### src/sssrc_pkg.sv
// package: register map, field layouts, levels and timing for the supply supervisor
package sssrc_pkg;
    localparam int unsigned CLK_HZ = 50_000_000;
    // start-up delays in microseconds
    localparam int unsigned STARTUP_BOR_US = 3300;
    localparam int unsigned STARTUP_NOBOR_US = 1000;
    localparam int unsigned STARTUP_BOR_CYC = (STARTUP_BOR_US * (CLK_HZ / 1_000_000));
    localparam int unsigned STARTUP_NOBOR_CYC = (STARTUP_NOBOR_US * (CLK_HZ / 1_000_000));
    localparam int unsigned CNT_W = 18;

    // register byte offsets
    localparam logic [7:0] REG_CTRL = 8'h00;
    localparam logic [7:0] REG_STATUS = 8'h04;
    localparam logic [7:0] REG_INT_STAT = 8'h08;
    localparam logic [7:0] REG_INT_EN = 8'h0c;
    localparam logic [7:0] REG_INT_CLR = 8'h10;
    localparam logic [7:0] REG_OPT = 8'h14;

    // control fields
    localparam int unsigned CTRL_DET_EN = 0;
    localparam int unsigned CTRL_LVL_LO = 1;
    localparam int unsigned CTRL_LVL_HI = 3;
    localparam int unsigned CTRL_FALL_EN = 4;
    localparam int unsigned CTRL_RISE_EN = 5;
    localparam int unsigned CTRL_REF_STOP_OFF = 6;
    localparam int unsigned CTRL_PMODE_LO = 8;
    localparam int unsigned CTRL_PMODE_HI = 10;
    localparam logic [31:0] CTRL_RESET = 32'h0000_0000;
    localparam logic [31:0] CTRL_MASK = 32'h0000_077f;

    // interrupt status bits
    localparam int unsigned INT_W = 3;
    localparam int unsigned INT_FALL = 0;
    localparam int unsigned INT_RISE = 1;
    localparam int unsigned INT_READY = 2;

    // option byte layout: [0] brownout disable, [3:1] brownout level
    localparam int unsigned OPT_BOR_DIS = 0;
    localparam int unsigned OPT_BOR_LO = 1;
    localparam int unsigned OPT_BOR_HI = 3;
    localparam logic [7:0] OPT_DEFAULT = 8'h00;
    localparam logic [2:0] BOR_LEVEL_MAX = 3'h4;
    localparam logic [2:0] DET_LEVEL_MAX = 3'h6;

    typedef enum logic [2:0] {
        SSSRC_PM_RUN,
        SSSRC_PM_SLEEP,
        SSSRC_PM_LP_RUN,
        SSSRC_PM_LP_SLEEP,
        SSSRC_PM_STOP,
        SSSRC_PM_STANDBY
    } sssrc_pmode_t;

    typedef enum logic [1:0] {
        SSSRC_REG_MAIN,
        SSSRC_REG_LOW_POWER,
        SSSRC_REG_POWER_DOWN
    } sssrc_reg_mode_t;
endpackage : sssrc_pkg

### src/sssrc_rst_sync.sv
// reset release synchroniser: asynchronous assert, clocked release
`timescale 1ns/100ps
module sssrc_rst_sync (
    input wire logic hclk,
    input wire logic arst_n,
    output logic srst_n
);
    logic meta_q;
    logic hold_q;

    always_ff @(posedge hclk or negedge arst_n) begin
        if (!arst_n) begin
            meta_q <= 1'b0;
            hold_q <= 1'b0;
        end else begin
            meta_q <= 1'b1;
            hold_q <= meta_q;
        end
    end

    assign srst_n = hold_q;
endmodule : sssrc_rst_sync

### src/sssrc_det_edge.sv
// voltage detector crossing detector: sync and edge events
`timescale 1ns/100ps
module sssrc_det_edge (
    input wire logic hclk,
    input wire logic hresetn,
    input wire logic clk_en,
    input wire logic enable,
    input wire logic below_in,
    output logic below,
    output logic fall_evt,
    output logic rise_evt
);
    logic s1_q;
    logic s2_q;
    logic prev_q;
    logic armed_q;

    always_ff @(posedge hclk or negedge hresetn) begin
        if (!hresetn) begin
            s1_q <= 1'b0;
            s2_q <= 1'b0;
        end else if (clk_en) begin
            s1_q <= below_in;
            s2_q <= s1_q;
        end
    end

    // armed one cycle after enable so enabling never fakes an edge
    always_ff @(posedge hclk or negedge hresetn) begin
        if (!hresetn) begin
            prev_q <= 1'b0;
            armed_q <= 1'b0;
        end else if (clk_en) begin
            prev_q <= s2_q;
            armed_q <= enable;
        end
    end

    assign below = s2_q;
    assign fall_evt = enable && armed_q && s2_q && !prev_q;
    assign rise_evt = enable && armed_q && !s2_q && prev_q;
endmodule : sssrc_det_edge

### src/sssrc_top.sv
// supply supervisor and regulator mode controller with AHB-Lite registers
// Overview of operation
// - hold system reset while supply is below power-on or brownout threshold
// - on threshold release, load option bytes before normal operation
// - option bytes keep, change or permanently disable the brownout supervisor
// - brownout level is one of five, taken only from option bytes
// - optional automatic reference switch-off whenever Stop mode is entered
// - detector threshold is software-chosen among seven levels
// - detector interrupts on falling, rising, or both crossings
// - detector inactive until software enables it
// - main regulator mode in Run mode
// - low-power regulator in low-power run, low-power sleep and Stop
// - regulator powered down, output high impedance, in Standby
// - Standby drops core state; only the standby domain keeps its state
// - start-up delay 3.3 ms with brownout, 1 ms without
`timescale 1ns/100ps
module sssrc_top #(
    parameter int unsigned STARTUP_BOR_CYC = sssrc_pkg::STARTUP_BOR_CYC,
    parameter int unsigned STARTUP_NOBOR_CYC = sssrc_pkg::STARTUP_NOBOR_CYC
) (
    input wire logic hclk,
    input wire logic hresetn,
    input wire logic clk_en,
    // ahb-lite slave
    input wire logic hsel,
    input wire logic [31:0] haddr,
    input wire logic [1:0] htrans,
    input wire logic hwrite,
    input wire logic [2:0] hsize,
    input wire logic [31:0] hwdata,
    input wire logic hready,
    output logic [31:0] hrdata,
    output logic hreadyout,
    output logic hresp,
    // analog comparators, high means supply below that threshold
    input wire logic por_below,
    input wire logic bor_below,
    input wire logic det_below,
    // option byte source
    input wire logic [7:0] opt_byte,
    input wire logic opt_valid,
    output logic opt_load_req,
    // power mode request from the power controller
    input wire logic [2:0] power_mode,
    // analog control outputs
    output logic [2:0] brownout_level,
    output logic brownout_enable,
    output logic [2:0] detector_threshold_level,
    output logic detector_enable,
    output logic internal_voltage_reference_on,
    output logic [1:0] regulator_mode,
    output logic regulator_out_hiz,
    output logic core_domain_reset_n,
    output logic sys_reset_n,
    output logic irq
);
    typedef enum logic [1:0] {
        SSSRC_ST_RESET,
        SSSRC_ST_OPT_LOAD,
        SSSRC_ST_STARTUP,
        SSSRC_ST_RUN
    } sssrc_seq_t;

    function automatic logic [2:0] sat_level(input logic [2:0] v, input logic [2:0] max);
        sat_level = (v > max) ? max : v;
    endfunction : sat_level

    // start-up length depends on whether brownout was active at power-up
    function automatic logic startup_done(input logic bor_active, input logic [sssrc_pkg::CNT_W-1:0] cnt);
        if (bor_active) begin
            startup_done = (cnt >= sssrc_pkg::CNT_W'(STARTUP_BOR_CYC - 1));
        end else begin
            startup_done = (cnt >= sssrc_pkg::CNT_W'(STARTUP_NOBOR_CYC - 1));
        end
    endfunction : startup_done

    function automatic logic wr_hit(input logic wr, input logic [7:0] addr, input logic [7:0] reg_off);
        wr_hit = wr && (addr == reg_off);
    endfunction : wr_hit

    logic bor_dis_q;
    logic [2:0] bor_lvl_q;
    logic bor_seen_q;
    logic supply_low;
    logic arst_n;
    logic srst_n;
    sssrc_seq_t state_q;
    logic [sssrc_pkg::CNT_W-1:0] cnt_q;
    logic [31:0] ctrl_q;
    logic [sssrc_pkg::INT_W-1:0] int_stat_q;
    logic [sssrc_pkg::INT_W-1:0] int_en_q;
    logic [sssrc_pkg::INT_W-1:0] int_set;
    logic [sssrc_pkg::INT_W-1:0] int_clr;
    logic ready_evt;
    logic det_below_s;
    logic fall_evt;
    logic rise_evt;
    logic ph_wr_q;
    logic [7:0] ph_addr_q;
    sssrc_pkg::sssrc_pmode_t pmode;

    // supply low reset; brownout counts unless disabled by option bytes
    assign supply_low = por_below || (brownout_enable && bor_below);
    assign arst_n = hresetn && !supply_low;

    sssrc_rst_sync u_rst_sync (
        .hclk(hclk),
        .arst_n(arst_n),
        .srst_n(srst_n)
    );

    // option byte capture; disable stays set until power is lost
    always_ff @(posedge hclk or negedge hresetn) begin
        if (!hresetn) begin
            bor_dis_q <= sssrc_pkg::OPT_DEFAULT[sssrc_pkg::OPT_BOR_DIS];
            bor_lvl_q <= sssrc_pkg::OPT_DEFAULT[sssrc_pkg::OPT_BOR_HI:sssrc_pkg::OPT_BOR_LO];
        end else if (clk_en && state_q == SSSRC_ST_OPT_LOAD && opt_valid) begin
            bor_dis_q <= bor_dis_q | opt_byte[sssrc_pkg::OPT_BOR_DIS];
            bor_lvl_q <= sat_level(opt_byte[sssrc_pkg::OPT_BOR_HI:sssrc_pkg::OPT_BOR_LO],
                sssrc_pkg::BOR_LEVEL_MAX);
        end
    end

    // brownout was active at power-up unless disabled, which shortens start-up
    always_ff @(posedge hclk or negedge hresetn) begin
        if (!hresetn) begin
            bor_seen_q <= !sssrc_pkg::OPT_DEFAULT[sssrc_pkg::OPT_BOR_DIS];
        end else if (clk_en && state_q == SSSRC_ST_OPT_LOAD && opt_valid) begin
            bor_seen_q <= !(bor_dis_q | opt_byte[sssrc_pkg::OPT_BOR_DIS]);
        end
    end

    assign brownout_enable = !bor_dis_q;
    assign brownout_level = bor_lvl_q;

    // sequence: reset, option load, start-up delay, run
    always_ff @(posedge hclk or negedge srst_n) begin
        if (!srst_n) begin
            state_q <= SSSRC_ST_RESET;
            cnt_q <= '0;
        end else if (clk_en) begin
            case (state_q)
                SSSRC_ST_RESET: begin
                    state_q <= SSSRC_ST_OPT_LOAD;
                end
                SSSRC_ST_OPT_LOAD: begin
                    if (opt_valid) begin
                        state_q <= SSSRC_ST_STARTUP;
                        cnt_q <= '0;
                    end
                end
                SSSRC_ST_STARTUP: begin
                    if (startup_done(bor_seen_q, cnt_q)) begin
                        state_q <= SSSRC_ST_RUN;
                    end else begin
                        cnt_q <= cnt_q + 1'b1;
                    end
                end
                SSSRC_ST_RUN: begin
                    state_q <= SSSRC_ST_RUN;
                end
                default: begin
                    state_q <= SSSRC_ST_RESET;
                end
            endcase
        end
    end

    assign opt_load_req = (state_q == SSSRC_ST_OPT_LOAD);
    // system reset held until sequence done
    assign sys_reset_n = (state_q == SSSRC_ST_RUN);
    assign ready_evt = clk_en && state_q == SSSRC_ST_STARTUP && startup_done(bor_seen_q, cnt_q);

    assign pmode = sssrc_pkg::sssrc_pmode_t'(power_mode);

    always_comb begin
        regulator_mode = sssrc_pkg::SSSRC_REG_MAIN;
        regulator_out_hiz = 1'b0;
        case (pmode)
            sssrc_pkg::SSSRC_PM_RUN, sssrc_pkg::SSSRC_PM_SLEEP: begin
                regulator_mode = sssrc_pkg::SSSRC_REG_MAIN;
            end
            sssrc_pkg::SSSRC_PM_LP_RUN, sssrc_pkg::SSSRC_PM_LP_SLEEP, sssrc_pkg::SSSRC_PM_STOP: begin
                regulator_mode = sssrc_pkg::SSSRC_REG_LOW_POWER;
            end
            sssrc_pkg::SSSRC_PM_STANDBY: begin
                regulator_mode = sssrc_pkg::SSSRC_REG_POWER_DOWN;
                regulator_out_hiz = 1'b1;
            end
            default: begin
                regulator_mode = sssrc_pkg::SSSRC_REG_MAIN;
            end
        endcase
    end

    // core domain reset in Standby; registers below are cleared
    assign core_domain_reset_n = srst_n && (pmode != sssrc_pkg::SSSRC_PM_STANDBY);

    // reference off in Stop when enabled
    assign internal_voltage_reference_on =
        !(ctrl_q[sssrc_pkg::CTRL_REF_STOP_OFF] && pmode == sssrc_pkg::SSSRC_PM_STOP);

    assign detector_enable = ctrl_q[sssrc_pkg::CTRL_DET_EN];
    assign detector_threshold_level =
        sat_level(ctrl_q[sssrc_pkg::CTRL_LVL_HI:sssrc_pkg::CTRL_LVL_LO], sssrc_pkg::DET_LEVEL_MAX);

    sssrc_det_edge u_det_edge (
        .hclk(hclk),
        .hresetn(core_domain_reset_n),
        .clk_en(clk_en),
        .enable(detector_enable),
        .below_in(det_below),
        .below(det_below_s),
        .fall_evt(fall_evt),
        .rise_evt(rise_evt)
    );

    // ahb-lite address phase capture; zero wait states while clk_en is high
    always_ff @(posedge hclk or negedge core_domain_reset_n) begin
        if (!core_domain_reset_n) begin
            ph_wr_q <= 1'b0;
            ph_addr_q <= 8'h00;
        end else if (clk_en && hready) begin
            ph_wr_q <= hsel && htrans[1] && hwrite;
            ph_addr_q <= haddr[7:0];
        end
    end

    // stall the bus while frozen so no transfer is acknowledged and lost
    assign hreadyout = clk_en;
    assign hresp = 1'b0;

    always_ff @(posedge hclk or negedge core_domain_reset_n) begin
        if (!core_domain_reset_n) begin
            ctrl_q <= sssrc_pkg::CTRL_RESET;
        end else if (clk_en && wr_hit(ph_wr_q, ph_addr_q, sssrc_pkg::REG_CTRL)) begin
            ctrl_q <= hwdata & sssrc_pkg::CTRL_MASK;
        end
    end

    always_ff @(posedge hclk or negedge core_domain_reset_n) begin
        if (!core_domain_reset_n) begin
            int_en_q <= '0;
        end else if (clk_en && wr_hit(ph_wr_q, ph_addr_q, sssrc_pkg::REG_INT_EN)) begin
            int_en_q <= hwdata[sssrc_pkg::INT_W-1:0];
        end
    end

    always_comb begin
        int_set = '0;
        int_set[sssrc_pkg::INT_FALL] = fall_evt && ctrl_q[sssrc_pkg::CTRL_FALL_EN];
        int_set[sssrc_pkg::INT_RISE] = rise_evt && ctrl_q[sssrc_pkg::CTRL_RISE_EN];
        int_set[sssrc_pkg::INT_READY] = ready_evt;
    end

    assign int_clr = wr_hit(ph_wr_q, ph_addr_q, sssrc_pkg::REG_INT_CLR) ?
        hwdata[sssrc_pkg::INT_W-1:0] : '0;

    // set wins over a clear in the same cycle
    always_ff @(posedge hclk or negedge core_domain_reset_n) begin
        if (!core_domain_reset_n) begin
            int_stat_q <= '0;
        end else if (clk_en) begin
            int_stat_q <= (int_stat_q & ~int_clr) | int_set;
        end
    end

    assign irq = |(int_stat_q & int_en_q);

    // read data registered from the address phase decode
    always_ff @(posedge hclk or negedge core_domain_reset_n) begin
        if (!core_domain_reset_n) begin
            hrdata <= 32'h0000_0000;
        end else if (clk_en) begin
            hrdata <= 32'h0000_0000;
            if (hready && hsel && htrans[1] && !hwrite) begin
                case (haddr[7:0])
                    sssrc_pkg::REG_CTRL: hrdata <= ctrl_q;
                    sssrc_pkg::REG_STATUS: hrdata <= {26'h0, regulator_mode, det_below_s,
                        brownout_enable, sys_reset_n, 1'b0};
                    sssrc_pkg::REG_INT_STAT: hrdata <= {29'h0, int_stat_q};
                    sssrc_pkg::REG_INT_EN: hrdata <= {29'h0, int_en_q};
                    sssrc_pkg::REG_OPT: hrdata <= {28'h0, bor_lvl_q, bor_dis_q};
                    default: hrdata <= 32'h0000_0000;
                endcase
            end
        end
    end
endmodule : sssrc_top

### config.mk
export PLATFORM = sky130hd
export DESIGN_NAME = sssrc_top
export DESIGN_NICKNAME = d
export VERILOG_FILES = /design/src/sssrc_pkg.sv /design/src/sssrc_rst_sync.sv /design/src/sssrc_det_edge.sv /design/src/sssrc_top.sv
export SDC_FILE = /design/constraint.sdc
export NUM_CORES = 1
export LEC_CHECK = 0
export BUFFER_PORTS_ARGS = -buffer_cell sky130_fd_sc_hd__buf_2
export CAP_MARGIN = 20
export CORE_UTILIZATION = 35
export CTS_CLUSTER_SIZE = 20
export DETAILED_ROUTE_END_ITERATION = 6
export PLACE_DENSITY_LB_ADDON = 0.3
export SLEW_MARGIN = 20
export SYNTH_ARGS = -nofsm -noshare
export SYNTH_HDL_FRONTEND = slang
export SYNTH_SLANG_ARGS = --single-unit
### constraint.sdc
create_clock -name hclk -period 3.9 [get_ports hclk]
set_clock_uncertainty 0.1 [all_clocks]
set_input_delay 0.195 -clock hclk [delete_from_list [all_inputs] [get_ports hclk]]
set_output_delay 0.195 -clock hclk [all_outputs]
set_load 0.01 [all_outputs]
==> summary.txt <==
STA
  – Max Freq: 388 MHz
  – Setup tns final: 0 ns
  – Slew HR: 53.4%
  – Min Tclk post-route: 2.58 ns
  – RSZ-0062 raised after global routing: no
  – Final Hold Vio Count: 0
  – Period utilisation layout: 66.1%
  – Max-slew violations: 0
  – Least-Margin Pin Slew: 0.698 ns
  – Setup WS post-layout: 1.32 ns
  – Final setup fails: 0

Min path
  – Hold path depth: 2
  – Worst hold endpoint: int_en_q[1]
  – Hold Startpoint: hwdata[1]
  – HP Class: in2reg

Floorplan
  – Initial core utilization: 36.6%
  – Die height: 101 µm
  – Core box area: 9370 µm²
  – I/O pin cnt: 140
  – Die W: 101 µm
  – # rows: 35
  – Die area: 10,200 µm²

GRT
  – Global route overflow: 0
  – Global-route wire length before repair: 12.7 mm
  – Tot GR Track Use: 16.4%
  – Vias in the first global route: 2,653
  – Initial antenna violation count: 0
  – Largest net degree at the start of global routing: 40

Pwr
  – P per Cell Area: 376 nW/µm²
  – IR drop worst, VDD: 0.188 mV
  – Leakage: 1.99 nW

Worst setup path
  – Delay of the slowest critical-path stage: 0.60 ns
  – Startpoint types: register
  – Worst path cell trace: nor2b_1 > nand2_2 > nor3_1 > or2_2 > nor2_1 > a221o_1
  – CP Max Fanout: 13
  – WP data arrival: 2.71 ns
  – Crit path capture type: register
  – R2r startpoint: state_q[1]
  – Required time worst endpoint: 4.03 ns
  – Reg2Reg Depth: 6
  – Slowest CP cell: nor2b_1
  – R2R setup slack: 1.32 ns
  – Critical path class: reg2reg
  – R2R Path End: cnt_q[13]

Logic synthesis
  – Register area share after synthesis: 48.1%
  – Synthesized cell area: 3430 µm²
  – Synth area leader: dfrtp_1
  – Yosys cell types: 56
  – Synth top area cells: dfrtp_1 (47%), mux2_2 (8.9%), buf_4 (5.7%)
  – Commonest cells in the netlist: dfrtp_1 (65), nand2_1 (43), mux2_2 (27), buf_4 (26), o21ai_0 (16)
  – Synthesized instance count: 343
  – Prevailing post-synth register cell: dfrtp_1
  – Count leader, synth: dfrtp_1
  – Post-synth EDFFs: 0
  – Synthesized area per cell: 10.0 µm²
  – YS warnings: 0
  – Synth async-reset ratio: 100%
  – Yosys top cell area share: 47.4%
  – Synth Register Bits: 66

Drt
  – DRT antenna net count: 0
  – Pre-Repair DR Iteration Count: 4
  – Via/cell ratio: 4.95
  – Overall routed net length: 7.85 mm
  – Post-route DRC: 0
  – DRT iter0 DRCs: 190
  – Wire per inst: 14.2 µm
  – Vias post-DR: 2,731

CTS
  – Post-cts resize count: 0
  – Root Driver: clkbuf_8
  – TritonCTS clock tree: done
  – H-tree levels: 3
  – Sinks on Clock Net: 66
  – Clock latency at the later pin of the worst-skew pair: 0.35 ns
  – Clk buf depth: 2
  – Worst-path clk slew: 0.08 ns
  – CTS Buf Count: 9

Placement
  – Dpl hpwl: 5.52 mm
  – Gpl congestion: 0.906
  – Place WS: 1.38 ns
  – Port Buf Inserts: 62

Run
  – Max Cap Violations: 0

Final layout
  – Nets: 509
  – Layout cells sized above 1: 27.7%
  – # diodes: 0
  – Area Overhead vs Synth: 21.5%
  – Final Core Density: 44.5%

Status
  – Outcome: complete, no violations
-- state kept, by name, summed over array words and instances (netlist names) --
name / count
ph_wr_q: 1
u_rst_sync.meta_q: 1
int_stat_q: 3
u_det_edge.s1_q: 1
ctrl_q: 10
hrdata: 10
u_det_edge.prev_q: 1
bor_seen_q: 1
ph_addr_q: 8
bor_dis_q: 1
u_rst_sync.srst_n: 1
u_det_edge.below: 1
int_en_q: 3
brownout_level: 3
u_det_edge.armed_q: 1
cnt_q: 18
state_q: 2
-- power breakdown --
group | total, mW | leakage, nW | internal (mW) | switching, mW
logic | 0.147 | 1.01 | 0.0703 | 0.0763
clock network | 0.654 | 0.109 | 0.378 | 0.276
registers | 0.769 | 0.866 | 0.727 | 0.0412
total | 1.57 | 1.99 | 1.18 | 0.394
-- routing by layer --
metal  GRT usage [%]  wire (µm)  vias to the layer above
met5               0          0                        -
met4            5.35         94                        0
met3            4.65        427                       10
met2            25.7       3680                       86
met1            21.7       3640                     1314
li1                -          -                     1321
-- cells in the final DEF, fill, tap and decap left out, types with 3 or more instances in the layout --
master,n
mux2i_1,5
dlygate4sd3_1,20
dfrtp_1,64
nor3_1,5
or4_1,3
and2_1,4
nand3_1,11
nor2b_1,3
buf_2,62
a211oi_1,3
or3_1,3
o31ai_1,4
o211ai_1,4
clkbuf_8,10
o22ai_1,6
mux2_2,27
and3_1,6
conb_1,24
a31oi_1,7
nand3b_1,6
inv_1,14
nand2b_1,3
a21oi_1,10
o21ai_0,16
nor2_1,12
nor4_1,3
nand2_1,43
a222oi_1,4
-- worst max-delay path by stage --
stage	startpoint	to	cells past startpoint
6_report	state_q[1]	cnt_q[13]	6
5_1_grt	state_q[1]	cnt_q[13]	6
4_1_cts	state_q[1]	cnt_q[13]	6
3_5_place_dp	state_q[1]	cnt_q[13]	6
3_3_place_gp	state_q[1]	cnt_q[13]	6
2_1_floorplan	u_rst_sync.srst_n	ctrl_q[0]	1
-- cell type report --
class,instances,area [µm²]
multi-input combinational,243,1550
sequential,66,1650
clock inverter,6,88.8
clock buffer,10,138
timing repair buffer,84,526
tap,129,161
inverter,14,52.6
fill,936,5200
-- per-stage QoR --
stage | cells | hold slack [ns] | cell area (µm²) | power [mW]
floorplan | 365 | -0.201 | 3520 | 0.870
global placement | 516 | -0.0787 | 3740 | 0.911
detailed placement | 516 | -0.0765 | 3740 | 0.915
CTS | 552 | 0.00199 | 4170 | 1.59
global route | 552 | 0.0199 | 4170 | 1.64
finish | 552 | 0.0245 | 4170 | 1.57
-- what timing repair did --
action	CTS	global route
hold endpoints to repair	25	0
hold buffers	20	0
buffers inserted	0	0
-- worst max-delay path, delay by kind of cell (launching register included) --
kind	cells	cell delay (ns)
AOI/OAI and AO/OA	1	0.37
DFF	1	0.43
and+or+nand+nor	5	1.57
-- logic make-up after synthesis --
| family | count (synthesis) | share of synthesized area, % |
|---|---|---|
| AND/OR/NAND/NOR | 120 | 18.7 |
| AO/OA/AOI/OAI | 65 | 12.7 |
| flip-flops | 66 | 48.1 |
| other | 2 | 0.219 |
| multiplexers | 32 | 10.3 |
| buffers and inverters | 56 | 9.33 |
| XOR/XNOR | 1 | 0.255 |
| adder cells (fa/ha/maj) | 1 | 0.364 |
Note: power is estimated with default switching activity, not from simulation.
